File: src/inc/dps_consts.svh
// constants for the digital page store host
`ifndef DPS_CONSTS_SVH
`define DPS_CONSTS_SVH
`define DPS_SLAVE_WR          8'h80
`define DPS_SLAVE_RD          8'h81
`define DPS_OPC_ENTER         8'hc0
`define DPS_OPC_EXIT          8'h40
`define DPS_PAGE_ERASE_OPCODE 8'hd1
`define DPS_OPC_WRITE         8'hc9
`define DPS_OPC_READ          8'he1
`define DPS_OPC_HALT          8'hc0
`define DPS_NONE              8'h00
`define DPS_BIT_ACK           4'h8
`define DPS_LAST_BYTE         12'h007
`define DPS_STEP_ENTER        5'h02
`define DPS_STEP_BODY         5'h04
`define DPS_STEP_LO           5'h08
`define DPS_STEP_CNT          5'h0a
`define DPS_STEP_HALT         5'h0b
`define DPS_TAIL_ERASE        5'h10
`define DPS_TAIL_WRITE        5'h0b
`define DPS_TAIL_READ         5'h0d
`define DPS_CLK_MHZ           200
`define DPS_T_QTR_NS          250 // 1 us bit; a slow device stretches scl
`define DPS_QTR_CYC ((`DPS_T_QTR_NS * `DPS_CLK_MHZ + 999) / 1000)
`define DPS_QTR_W             8
`endif

File: src/inc/dps_pkg.sv
// types shared by the digital page store host
`default_nettype none
package dps_pkg;
  typedef enum logic [1:0] {
    DPS_OP_ERASE = 2'h0,
    DPS_OP_WRITE = 2'h1,
    DPS_OP_READ  = 2'h2
  } dps_op_e;
  typedef enum logic [2:0] {
    DPS_K_START = 3'h0,
    DPS_K_SEND  = 3'h1,
    DPS_K_DATA  = 3'h2,
    DPS_K_READ  = 3'h3,
    DPS_K_STOP  = 3'h4,
    DPS_K_STRB  = 3'h5,
    DPS_K_END   = 3'h6
  } dps_kind_e;
  typedef enum logic [4:0] {
    DPS_ST_IDLE    = 5'h01,
    DPS_ST_FETCH   = 5'h02,
    DPS_ST_RUN     = 5'h04,
    DPS_ST_STRB_LO = 5'h08,
    DPS_ST_STRB_HI = 5'h10
  } dps_st_e;
  typedef struct packed {
    logic [10:0] page;
    logic [4:0]  block;
  } dps_addr_s;
  typedef struct packed {
    logic [7:0] hi;
    logic [7:0] lo;
  } dps_wire_addr_s;
  typedef struct packed {
    dps_op_e     op;
    dps_addr_s   addr;
    logic [11:0] rows;
  } dps_cmd_s;
  typedef struct packed {
    logic err;
    logic ovf;
  } dps_rsp_s;
  typedef struct packed {
    dps_kind_e  kind;
    logic [7:0] val;
  } dps_item_s;
endpackage
`default_nettype wire

File: src/hdl/dps_host.sv
// digital page store host: i2c master running erase, write, read
`timescale 1ns/1ps
`default_nettype none
`include "dps_consts.svh"
module dps_host (
  input  wire logic           clk,
  input  wire logic           rst_b,
  input  wire logic           cmd_valid,
  output logic                cmd_ready,
  input  wire dps_pkg::dps_cmd_s cmd,
  input  wire logic           wr_valid,
  output logic                wr_ready,
  input  wire logic [7:0]     wr_data,
  output logic                rd_valid,
  output logic [7:0]          rd_data,
  output logic                rd_last,
  output logic                done,
  output dps_pkg::dps_rsp_s   rsp,
  output logic                busy,
  output logic                overflow_flag,
  input  wire logic           scl_i,
  output logic                scl_o,
  output logic                scl_oe,
  input  wire logic           sda_i,
  output logic                sda_o,
  output logic                sda_oe,
  input  wire logic           row_end_strobe,
  input  wire logic           int_n
);
  import dps_pkg::*;

  // ----------------------------------------------------------------
  // reset release and pin synchronisers
  // ----------------------------------------------------------------
  logic                  rst_m, rst_n;
  logic                  scl_m, sda_m, strb_m, int_m;
  logic                  scl_s, sda_s, strb_s, int_s;
  logic [`DPS_QTR_W-1:0] qcnt;
  logic                  tick;

  // reset asserts at once and leaves two edges later
  always_ff @(posedge clk or negedge rst_b) begin
    if (!rst_b) begin
      rst_m <= 1'b0;
      rst_n <= 1'b0;
    end else begin
      rst_m <= 1'b1;
      rst_n <= rst_m;
    end
  end

  // pulled-up pins idle high, so the chains reset high
  always_ff @(posedge clk or negedge rst_n) begin
    if (!rst_n) begin
      {scl_m, sda_m, strb_m, int_m} <= 4'hf;
      {scl_s, sda_s, strb_s, int_s} <= 4'hf;
    end else begin
      {scl_m, sda_m, strb_m, int_m} <=
        {scl_i, sda_i, row_end_strobe, int_n};
      {scl_s, sda_s, strb_s, int_s} <= {scl_m, sda_m, strb_m, int_m};
    end
  end

  // quarter bit timer; scl is made here, so no second domain
  assign tick = (qcnt == '0);
  always_ff @(posedge clk or negedge rst_n) begin
    if (!rst_n) qcnt <= '0;
    else qcnt <= tick ? `DPS_QTR_W'(`DPS_QTR_CYC - 1) : qcnt - 1'b1;
  end

  // ----------------------------------------------------------------
  // transfer program
  // ----------------------------------------------------------------
  function automatic dps_item_s mk(dps_kind_e k, logic [7:0] v);
    mk = '{kind: k, val: v};
  endfunction

  // one addressed single-byte frame: start, 0x80, opcode, stop
  function automatic dps_item_s frame(logic [4:0] j, logic [7:0] opc);
    case (j)
      5'h00:   frame = mk(DPS_K_START, `DPS_NONE);
      5'h01:   frame = mk(DPS_K_SEND, `DPS_SLAVE_WR);
      5'h02:   frame = mk(DPS_K_SEND, opc);
      5'h03:   frame = mk(DPS_K_STOP, `DPS_NONE);
      default: frame = mk(DPS_K_END, `DPS_NONE);
    endcase
  endfunction

  function automatic dps_item_s prog(dps_op_e op, logic [4:0] i,
                                     dps_wire_addr_s a);
    logic [4:0] t;
    logic [7:0] opc;
    t   = (op == DPS_OP_ERASE) ? `DPS_TAIL_ERASE :
          (op == DPS_OP_WRITE) ? `DPS_TAIL_WRITE : `DPS_TAIL_READ;
    opc = (op == DPS_OP_ERASE) ? `DPS_PAGE_ERASE_OPCODE :
          (op == DPS_OP_WRITE) ? `DPS_OPC_WRITE :
                                 `DPS_OPC_READ;
    prog = mk(DPS_K_END, `DPS_NONE);
    if (i < `DPS_STEP_BODY)
      prog = frame(i, `DPS_OPC_ENTER);
    else if (i >= t)
      prog = frame(5'(i - t), `DPS_OPC_EXIT);
    else if (op == DPS_OP_ERASE && i == 5'(t - 5'h01))
      prog = mk(DPS_K_STRB, `DPS_NONE);
    else if (op == DPS_OP_ERASE && i >= `DPS_STEP_HALT)
      prog = frame(5'(i - `DPS_STEP_HALT), `DPS_OPC_HALT);
    else
      case (i)
        5'h04:   prog = mk(DPS_K_START, `DPS_NONE);
        5'h05:   prog = mk(DPS_K_SEND, `DPS_SLAVE_WR);
        5'h06:   prog = mk(DPS_K_SEND, opc);
        5'h07:   prog = mk(DPS_K_SEND, a.hi);
        5'h08:   prog = mk(DPS_K_SEND, a.lo);
        5'h09:   prog = (op == DPS_OP_ERASE) ? mk(DPS_K_STOP, `DPS_NONE) :
                        (op == DPS_OP_WRITE) ? mk(DPS_K_DATA, `DPS_NONE) :
                        mk(DPS_K_START, `DPS_NONE);
        5'h0a:   prog = (op == DPS_OP_ERASE) ? mk(DPS_K_STRB, `DPS_NONE) :
                        (op == DPS_OP_WRITE) ? mk(DPS_K_STOP, `DPS_NONE) :
                        mk(DPS_K_SEND, `DPS_SLAVE_RD);
        5'h0b:   prog = mk(DPS_K_READ, `DPS_NONE);
        default: prog = mk(DPS_K_STOP, `DPS_NONE);
      endcase
  endfunction

  // ----------------------------------------------------------------
  // sequencer
  // ----------------------------------------------------------------
  dps_st_e        st;
  dps_cmd_s       cmd_q;
  dps_item_s      item;
  dps_kind_e      kind_q;
  dps_wire_addr_s wa;
  logic [4:0]     idx;
  logic [11:0]    cnt, rows_m1, lim;
  logic [1:0]     q;
  logic [3:0]     bitn;
  logic [7:0]     sh;
  logic           nack, abort, qadv, ev_q3, is_tx, is_rx, is_sym;
  logic           byte_end, item_end, load, nack_end;

  assign wa        = dps_wire_addr_s'(cmd_q.addr);
  assign item      = prog(cmd_q.op, idx, wa);
  assign lim       = (idx == `DPS_STEP_CNT) ? rows_m1 : 12'h001;
  assign is_sym    = (kind_q == DPS_K_START) || (kind_q == DPS_K_STOP);
  assign is_tx     = (kind_q == DPS_K_SEND) || (kind_q == DPS_K_DATA);
  assign is_rx     = (kind_q == DPS_K_READ);
  // a released scl held low by the device freezes the bit
  assign qadv      = (st == DPS_ST_RUN) && tick && !(q == 2'h2 && !scl_s);
  assign ev_q3     = qadv && (q == 2'h3);
  assign byte_end  = ev_q3 && !is_sym && (bitn == `DPS_BIT_ACK);
  assign item_end  = (ev_q3 && is_sym) || byte_end;
  assign nack_end  = byte_end && is_tx && nack;
  assign cmd_ready = (st == DPS_ST_IDLE);
  assign busy      = (st != DPS_ST_IDLE);
  assign wr_ready  = (st == DPS_ST_FETCH) && (item.kind == DPS_K_DATA);
  assign load      = (st == DPS_ST_FETCH) &&
                     ((item.kind == DPS_K_SEND) || (wr_ready && wr_valid));
  assign scl_o     = 1'b0;
  assign sda_o     = 1'b0;

  // walks the program one item at a time
  always_ff @(posedge clk or negedge rst_n) begin
    if (!rst_n) begin
      st      <= DPS_ST_IDLE;
      cmd_q   <= '0;
      rows_m1 <= '0;
      idx     <= '0;
      cnt     <= '0;
      kind_q  <= DPS_K_END;
      abort   <= 1'b0;
    end else begin
      case (st)
        DPS_ST_IDLE: begin
          if (cmd_valid) begin
            cmd_q <= cmd;
            if (cmd.op == DPS_OP_ERASE) cmd_q.addr.block <= '0;
            rows_m1 <= (cmd.rows == '0) ? '0 : cmd.rows - 1'b1;
            idx   <= '0;
            cnt   <= '0;
            abort <= 1'b0;
            st    <= DPS_ST_FETCH;
          end
        end
        DPS_ST_FETCH: begin
          case (item.kind)
            DPS_K_END: st <= DPS_ST_IDLE;
            DPS_K_STRB: begin
              if (lim == '0) idx <= idx + 1'b1;
              else st <= DPS_ST_STRB_LO;
            end
            DPS_K_DATA: begin
              if (wr_valid) begin
                kind_q <= item.kind;
                st     <= DPS_ST_RUN;
              end
            end
            default: begin
              kind_q <= item.kind;
              st     <= DPS_ST_RUN;
            end
          endcase
        end
        DPS_ST_RUN: begin
          if (nack_end) begin
            kind_q <= DPS_K_STOP;
            abort  <= 1'b1;
          end else if (item_end && abort) begin
            st <= DPS_ST_IDLE;
          end else if (item_end) begin
            st <= DPS_ST_FETCH;
            // a block is eight bytes; other items take one pass
            if (is_sym || kind_q == DPS_K_SEND || cnt == `DPS_LAST_BYTE)
            begin
              idx <= idx + 1'b1;
              cnt <= '0;
            end else begin
              cnt <= cnt + 1'b1;
            end
          end
        end
        DPS_ST_STRB_LO: if (!strb_s) st <= DPS_ST_STRB_HI;
        DPS_ST_STRB_HI: begin
          if (strb_s) begin
            if (12'(cnt + 1'b1) == lim) begin
              cnt <= '0;
              idx <= idx + 1'b1;
              st  <= DPS_ST_FETCH;
            end else begin
              cnt <= cnt + 1'b1;
              st  <= DPS_ST_STRB_LO;
            end
          end
        end
        default: st <= DPS_ST_IDLE;
      endcase
    end
  end

  // ----------------------------------------------------------------
  // bit engine
  // ----------------------------------------------------------------
  // quarters: 0 set sda, 1 free scl, 2 sample once high, 3 pull scl
  always_ff @(posedge clk or negedge rst_n) begin
    if (!rst_n) begin
      q      <= '0;
      bitn   <= '0;
      sh     <= '0;
      nack   <= 1'b0;
      scl_oe <= 1'b0;
      sda_oe <= 1'b0;
    end else begin
      if (load) sh <= (item.kind == DPS_K_DATA) ? wr_data : item.val;
      if (st != DPS_ST_RUN) begin
        q    <= '0;
        bitn <= '0;
      end else if (qadv) begin
        q <= q + 1'b1;
        case (q)
          2'h0: begin
            if (kind_q == DPS_K_START) sda_oe <= 1'b0;
            else if (kind_q == DPS_K_STOP) sda_oe <= 1'b1;
            else if (bitn != `DPS_BIT_ACK) sda_oe <= is_tx & ~sh[7];
            else sda_oe <= is_rx & (cnt != `DPS_LAST_BYTE);
          end
          2'h1: scl_oe <= 1'b0;
          2'h2: begin
            if (kind_q == DPS_K_START) sda_oe <= 1'b1;
            else if (kind_q == DPS_K_STOP) sda_oe <= 1'b0;
            else if (bitn == `DPS_BIT_ACK) nack <= sda_s;
            else if (is_rx) sh <= {sh[6:0], sda_s};
          end
          default: begin
            // a stop leaves the bus released for other masters
            if (kind_q != DPS_K_STOP) scl_oe <= 1'b1;
            if (!is_sym) begin
              bitn <= (bitn == `DPS_BIT_ACK) ? '0 : bitn + 1'b1;
              if (is_tx) sh <= {sh[6:0], 1'b0};
            end
          end
        endcase
      end
    end
  end

  // ----------------------------------------------------------------
  // user side results
  // ----------------------------------------------------------------
  // rsp flags clear only at accept, when no event can arrive; overflow_flag follows the synchronised int_n inverted, every cycle
  always_ff @(posedge clk or negedge rst_n) begin
    if (!rst_n) begin
      done          <= 1'b0;
      rsp           <= '0;
      rd_valid      <= 1'b0;
      rd_data       <= '0;
      rd_last       <= 1'b0;
      overflow_flag <= 1'b0;
    end else begin
      done <= ((st == DPS_ST_FETCH) && (item.kind == DPS_K_END)) ||
              ((st == DPS_ST_RUN) && item_end && abort);
      rd_valid      <= byte_end && is_rx;
      overflow_flag <= !int_s;
      if (byte_end && is_rx) begin
        rd_data <= sh;
        rd_last <= (cnt == `DPS_LAST_BYTE);
      end
      if (st == DPS_ST_IDLE && cmd_valid) begin
        rsp <= '0;
      end else begin
        if (nack_end) rsp.err <= 1'b1;
        if (!int_s && busy) rsp.ovf <= 1'b1;
      end
    end
  end

  // ----------------------------------------------------------------
  // checks
  // ----------------------------------------------------------------
  logic        after_start;
  logic [7:0]  byte_q, last_val;
  logic [11:0] strb_seen;

  // history that only the checks read
  always_ff @(posedge clk or negedge rst_n) begin
    if (!rst_n) begin
      after_start <= 1'b0;
      byte_q      <= '0;
      last_val    <= '0;
      strb_seen   <= '0;
    end else begin
      if (item_end && kind_q == DPS_K_START) after_start <= 1'b1;
      else if (load) after_start <= 1'b0;
      if (load) byte_q <= (item.kind == DPS_K_DATA) ? wr_data : item.val;
      if (load) last_val <= item.val;
      if (st == DPS_ST_IDLE) strb_seen <= '0;
      else if (st == DPS_ST_STRB_HI && strb_s) strb_seen <= strb_seen + 1'b1;
    end
  end
endmodule // dps_host
`default_nettype wire

File: config.mk
export PLATFORM = sky130hd
export DESIGN_NAME = dps_host
export DESIGN_NICKNAME = d
export VERILOG_FILES = /design/src/inc/dps_pkg.sv /design/src/hdl/dps_host.sv
export VERILOG_INCLUDE_DIRS = /design/src /design/src/inc
export SDC_FILE = /design/constraint.sdc
export NUM_CORES = 1
export LEC_CHECK = 0
export ABC_AREA = 1
export ABC_CLOCK_PERIOD_IN_PS = 8580
export BUFFER_PORTS_ARGS = -buffer_cell sky130_fd_sc_hd__buf_4
export CAP_MARGIN = 0
export CORE_UTILIZATION = 65
export DETAILED_ROUTE_END_ITERATION = 7
export PLACE_DENSITY = 0.84
export SYNTH_ARGS = -nofsm -noshare
export SYNTH_HDL_FRONTEND = slang
export SYNTH_SLANG_ARGS = --single-unit
File: constraint.sdc
create_clock -name clk -period 8.58 [get_ports clk]
set_input_delay 0.858 -clock clk [delete_from_list [all_inputs] [get_ports clk]]
set_output_delay 0.858 -clock clk [all_outputs]
set_load 0.02 [all_outputs]
==> run metrics, run 1 <==
status=finished clean; DR pass1 iterations=5; antenna-violating nets left=0; period utilisation layout=0.463; Post-Syn Instances=970; postcts setup bufs=0; DRT iter0 DRCs=334; largest cells by area after synthesis=dfrtp_1 (34%), nand2_1 (15%), inv_1 (7.0%); Placeable Area=10300 µm²; #FFs+latches synth=105; Area Overhead vs Synth=11.2%; grt ovf=0; Post-Syn Area per Cell=7.11 µm²; Power, Total=1870 µW; RSZ-0062 raised after global routing=no; dpl cell area=7480 µm²; DP Wirelength=12300 µm; storage element area=2650 µm²; Seq/Total Area, Yosys=0.383; crit path buf inv count=2; most common cell in the netlist=nand2_1; Leak=0.00395 µW; H-tree depth=3; Worst path depth=15; critical-path cell list=inv_1 -> nand2_1 -> fa_1 -> nand3_1 -> nand2_1 -> nand2_1 -> nand3_1 -> nor2_1 -> nand3_1 -> nand2_1 -> nand2_2 -> nand2_2 -> nand2_1 -> nor2_4 -> buf_4; post-synth top area cell=dfrtp_1; FP Rows=37; Setup CP Type=register to output port; gpl congestion=0.944; Post-Route WL=16200 µm; setup ws final=4.61 ns; measured slew at the worst slew-check pin=0.915 ns; # diodes=0; power density over the cells=244 nW/µm²; Startpoint Class=register; drt wl/cell=13.8 µm; final slew viol count=0; # port buffers=64; Yosys top cell area share=0.341; timing-limited maximum frequency=252 MHz; Place WS=5.06 ns; max incr delay on CP=0.48 ns; via count=6447; Initial Utilization=0.668; DR vias/cell=5.50; Synth Warn #=0; Clock Root Buffer=clkbuf_8; delay-heaviest family, CP=simple AND/OR/NAND/NOR gates; Max rail drop VDD=186 µV; worst clock skew=0.0222 ns; Clock Tree Buf Depth=2; chip width=105 µm; Worst R2R Path Depth=17; Final setup viols=0; EDFF count, synth=0; worst skew pair latency=0.39 ns; number of global-route vias before repair=5996; fill count=872; I/O pins=67; total track usage=0.310; largest net degree at the start of global routing=56; worst-path fanout max=13; TritonCTS Sinks=105; CTS clock-pin slew for the worst setup and hold paths=0.10 ns; first-pass GRT wire length=27400 µm; TritonCTS Buffers=9; antenna violations before repair=0; top_reg_cell synth=dfrtp_1; Mapped Area=6900 µm²; Critical Path Sink Type=output port; WP data arrival=3.12 ns; NumNets Final=1099; CTS tree=yes; fin crit period=3.97 ns; most frequent cells after synthesis=nand2_1 (283), inv_1 (128), dfrtp_1 (94); area occupied by multi-input gates=3640 µm²; Critical Path RT=7.72 ns; hold buffers post-CTS=0; Final Hold Viols=0; FFs w/ async S/R, synth=1.00; Post-route DRC=0; CP max-delay cell=fa_1; post-synth cell types=48; Worst path most repeated cell=nand2_1; Hold WC Path Type=primary input to async pin; DIE AREA=11000 µm²; Setup Total Neg Slack=0 ns; design area=7670 µm²; Die Y=105 µm; share of layout cells above drive strength 1=0.149; Max-Cap Viols=0; CTS resizes=0; Max-slew headroom=0.387
layout make-up:
class	count	area share
timing repair buffer	67	0.0656
multi-input combinational	708	0.474
tap	136	0.0222
sequential	105	0.345
clock inverter	6	0.00669
clock buffer	10	0.0179
inverter	140	0.0690
sequential cells by signal, indices dropped and copies added (netlist names), 3 cells and up:
signal   cells
idx          5
rows_m1     12
sh           8
cmd_q       18
cnt         12
bitn         4
rd_data      8
qcnt         8
st           5
kind_q       3
worst register-to-register path: stages, from the launching register on:
cell     delay (ns)
dfrtp_1        0.45
inv_1          0.18
ha_1           0.29
inv_1          0.08
nor2_1         0.12
nand2_2        0.20
inv_1          0.17
nand3_1        0.08
nor3_1         0.20
nand3_1        0.12
nor3_1         0.35
nor2_1         0.08
nor2_1         0.12
nand3_2        0.11
nor2_4         0.22
nand2_2        0.12
nand2_1        0.09
nand2_1        0.05
cell families after synthesis:
family	after synthesis	share of synthesized area
adder cells (fa/ha/maj)	22	0.0410
AO/OA/AOI/OAI	121	0.100
other	2	0.00109
flip-flops	105	0.383
AND/OR/NAND/NOR	541	0.357
XOR/XNOR	21	0.0267
buffers and inverters	158	0.0912
through the flow:
stage / hold slack, ns / utilization / instances
after floorplan: 0.331 / - / 971
after global placement: 0.343 / 0.725 / 1156
after detailed placement: 0.347 / 0.725 / 1156
after CTS: 0.210 / 0.743 / 1172
after global routing: 0.217 / 0.743 / 1172
final: 0.226 / 0.743 / 1172
metal layers:
layer | vias up | part of all wire | GRT usage | routed length [µm]
met5 | - | 0 | 0 | 0
met4 | 0 | 0.014 | 0.0744 | 234
met3 | 28 | 0.058 | 0.0530 | 943
met2 | 232 | 0.48 | 0.522 | 7750
met1 | 2950 | 0.45 | 0.417 | 7230
li1 | 3237 | - | - | -
layout by cell type, fill, tap and decap left out, types with 4 or more instances in the layout:
cell type | synthesis | layout
nor2_1 | 83 | 82
a31oi_1 | 8 | 8
nand4_1 | 8 | 8
nand2_1 | 283 | 283
dfstp_2 | 11 | 11
nor4_1 | 4 | 4
clkbuf_8 | 0 | 10
inv_2 | 10 | 10
nor3_1 | 13 | 13
xor2_1 | 12 | 12
nand2_2 | 14 | 14
nand3b_1 | 12 | 12
buf_4 | 4 | 67
inv_1 | 128 | 128
o22ai_1 | 17 | 17
xnor2_1 | 9 | 9
o21ai_0 | 49 | 49
nor2_2 | 6 | 7
nand3_1 | 92 | 92
dfrtp_1 | 94 | 93
a21oi_1 | 20 | 20
nor3_2 | 4 | 4
ha_1 | 21 | 21
nor2_4 | 7 | 7
o21ai_1 | 13 | 13
path summary, 6_finish.rpt:
path                            from  slack [ns]   endpoint
hold reg to reg                rst_n        0.34      sh[4]
setup reg to reg              idx[0]        5.46     idx[2]
hold / removal                 rst_b        0.23      rst_n
setup / recovery           cmd_q[29]        4.61   wr_ready
max in group asynchronous      rst_n        7.11  cmd_q[24]
min in group clk               sda_m        0.36      sda_s
report_power, final:
part | switching (µW) | leakage (µW) | internal (µW)
clock network | 181 | 0.0000866 | 116
logic | 612 | 0.00252 | 285
registers | 65.1 | 0.00134 | 609
total | 858 | 0.00395 | 1010
(Power assumes the default switching activity.)
==> run 2: changes to the inputs <==
--- a/config.mk
+++ b/config.mk
@@ -7,12 +7,12 @@
 export NUM_CORES = 1
 export LEC_CHECK = 0
 export ABC_AREA = 1
-export ABC_CLOCK_PERIOD_IN_PS = 8580
+export ABC_CLOCK_PERIOD_IN_PS = 3500
 export BUFFER_PORTS_ARGS = -buffer_cell sky130_fd_sc_hd__buf_4
 export CAP_MARGIN = 0
-export CORE_UTILIZATION = 65
+export CORE_UTILIZATION = 54
 export DETAILED_ROUTE_END_ITERATION = 7
-export PLACE_DENSITY = 0.84
+export PLACE_DENSITY = 0.75
 export SYNTH_ARGS = -nofsm -noshare
 export SYNTH_HDL_FRONTEND = slang
 export SYNTH_SLANG_ARGS = --single-unit
==> constraint.sdc (replaced) <==
create_clock -name clk -period 3.5 [get_ports clk]
set_input_delay 0.35 -clock clk [delete_from_list [all_inputs] [get_ports clk]]
set_output_delay 0.35 -clock clk [all_outputs]
set_load 0.02 [all_outputs]
==> run 2 against run 1 <==
Against the previous run: combinational power is 150% higher; utilization is 9.8 points lower; sequential share of layout area is 0.90 points lower; cell area is 2.7% higher; clock power grew to 3.5 times the previous value; register-to-register slack worse by 5.0 ns; non-clock buffer count is 4 higher; first-iteration DRC count is 50% higher; critical path depth is 2 higher; highest routed layer unchanged.
==> run metrics, run 2 (synthesis results as in run 1) <==
status=finished clean (unchanged); Hold Startpoint=scl_i; Finished Core Util=0.645 (was 0.743); total track usage=0.274 (was 0.310); design area=7880 µm² (was 7670 µm²); period utilisation layout=0.908; FF-to-FF End=kind_q[0] (was idx[2]); Die Y=115 µm (was 105 µm); FP Rows=40 (was 37); Placeable Area=12200 µm² (was 10300 µm²); Post-route DRC=0 (unchanged); Max-slew headroom=0.440 (was 0.387); timing-limited maximum frequency=315 MHz; Leak=0.00402 µW (was 0.00395 µW); hold depth=1; flip-flop count of the largest register after layout=18 (unchanged); Critical Path RT=3.15 ns (was 7.72 ns); R2R Setup Slk=0.50 ns (was 5.46 ns); antenna-violating nets left=0 (unchanged); TritonCTS Buffers=9 (unchanged); drt wl/cell=13.7 µm (was 13.8 µm); grt ovf=0 (unchanged); Setup Total Neg Slack=0 ns (unchanged); largest net degree at the start of global routing=55 (was 56); Non-Filler Instances=1208 (was 1172); DP Wirelength=12600 µm (was 12300 µm); Int Pwr=2800 µW (was 1010 µW); WP data arrival=2.83 ns (was 3.12 ns); DR pass1 iterations=5 (unchanged); DP Cell Count=1189 (was 1156); via count=6393 (was 6447); measured slew at the worst slew-check pin=0.833 ns (was 0.915 ns); Worst R2R Path Depth=21 (was 17); Hold WC Path Type=primary input to register (was primary input to async pin); # diodes=0 (unchanged); worst skew pair latency=0.37 ns (was 0.39 ns); TritonCTS Sinks=105 (unchanged); Max rail drop VDD=444 µV (was 186 µV); biggest regs=cmd_q (18), cnt (12), rows_m1 (12) (unchanged); Hold Slack=0.0835 ns (was 0.226 ns); final slew viol count=0 (unchanged); # port buffers=64 (unchanged); worst clock skew=0.00787 ns (was 0.0222 ns); Setup CP Type=register to output port (unchanged); gpl congestion=0.992 (was 0.944); chip width=115 µm (was 105 µm); Critical Path Sink Type=output port (unchanged); switching pwr=2150 µW (was 858 µW); RSZ-0062 raised after global routing=no (unchanged); share of layout cells above drive strength 1=0.156 (was 0.149); Initial Utilization=0.565 (was 0.668); Reg2Reg Launch Point=cmd_q[29] (was idx[0]); DRT iter0 DRCs=501 (was 334); Post-Route WL=16600 µm (was 16200 µm); Top reg by flops=cmd_q (unchanged); NumNets Final=1103 (was 1099); DR vias/cell=5.29 (was 5.50); Flop pwr share=0.336 (was 0.361); H-tree depth=3 (unchanged); commonest non-fill, non-tap cell in the layout=nand2_1 (unchanged); Clock Tree Buf Depth=2 (unchanged); power density over the cells=628 nW/µm² (was 244 nW/µm²); antenna violations before repair=0 (unchanged); fin crit period=3.18 ns; CTS tree=yes (unchanged); most frequent cells in the layout=nand2_1 (282), inv_1 (126), nand3_1 (92), dfrtp_1 (92), nor2_1 (81) (was nand2_1 (283), inv_1 (128), dfrtp_1 (93), nand3_1 (92), nor2_1 (82)); worst-path fanout max=5 (was 13); I/O pins=67 (unchanged); first-pass GRT wire length=28600 µm (was 27400 µm); DIE AREA=13200 µm² (was 11000 µm²); switching portion of total power=0.434 (was 0.459); Startpoint Class=register (unchanged); Final setup viols=0 (unchanged); Gate power share=0.451 (was 0.480); CTS clock-pin slew for the worst setup and hold paths=0.08 ns (was 0.10 ns); number of global-route vias before repair=6151 (was 5996); Clock Root Buffer=clkbuf_16 (was clkbuf_8); Area Overhead vs Synth=14.2% (was 11.2%); Clock power frac=0.213 (was 0.159); Max-Cap Viols=0 (unchanged); Final Hold Viols=0 (unchanged); dpl cell area=7530 µm² (was 7480 µm²); sink of the worst hold path=scl_m
## run 2: changes by cell type in the layout (fill, tap and decap cells not counted), moves of 2 or more
cell,change
buf_4,+3
clkbuf_16,+9
clkbuf_8,-10
inv_2,+2
inv_1,-2
## run 2: area by class of cell
cell class	instances	area [µm²]
repair buffers	71	536
multi-input cells	708	3660
well taps	168	210
clock buffers	10	229
fillers	1169	4330
clock inverters	6	73.8
inverters	140	529
flip-flops and latches	105	2650
## run 2: routing by layer
metal	global-route usage	wire (µm)	vias to the layer above
met3	0.0580	870	15
met4	0.0667	169	0
met5	0	0	-
li1	-	-	3262
met2	0.457	7950	174
met1	0.365	7600	2942
## run 2: worst max path at each step
stage / cells after the start / slack (ns) / to / start
finish: 17 / 0.32 / wr_ready / cmd_q[29]
global placement: 15 / 0.61 / wr_ready / cmd_q[29]
floorplan: 0 / 0.38 / abort / rst_n
CTS: 13 / 0.11 / wr_ready / cmd_q[29]
global route: 18 / 0.04 / wr_ready / cmd_q[29]
detailed placement: 17 / 0.50 / kind_q[0] / cmd_q[29]
## run 2: power groups by stage
stage	sequential, µW	combinational, µW	clock [µW]
after floorplan	1650	1680	0
after global placement	1670	2120	0
after detailed placement	1680	2160	0
after CTS	1650	2170	1070
after global routing	1700	2560	1130
final	1660	2230	1050
## run 2: critical path: stages, from the launching register on
cell	delay [ns]
dfrtp_1	0.40
nor2_4	0.07
inv_1	0.13
ha_1	0.17
inv_1	0.05
fa_1	0.42
nand3_1	0.13
nand2_1	0.09
nand2_1	0.07
nand3_1	0.07
nor2_2	0.12
nand3_1	0.09
nand2_1	0.09
nand2_2	0.07
nand2_4	0.10
nand2_1	0.08
nor2_4	0.14
buf_4	0.17
## run 2: per-stage QoR
stage	setup WS [ns]	total power (µW)
floorplan	0.378	3330
global placement	0.608	3790
detailed placement	0.503	3840
CTS	0.111	4900
global route	0.0355	5380
finish	0.323	4950
## run 2: what timing repair did
item / CTS / global route
resized for setup: 0 / 8
setup endpoints to repair: 0 / 1
hold endpoints to repair: 2 / 0
hold buffers: 1 / 0
buffers inserted: 0 / 2
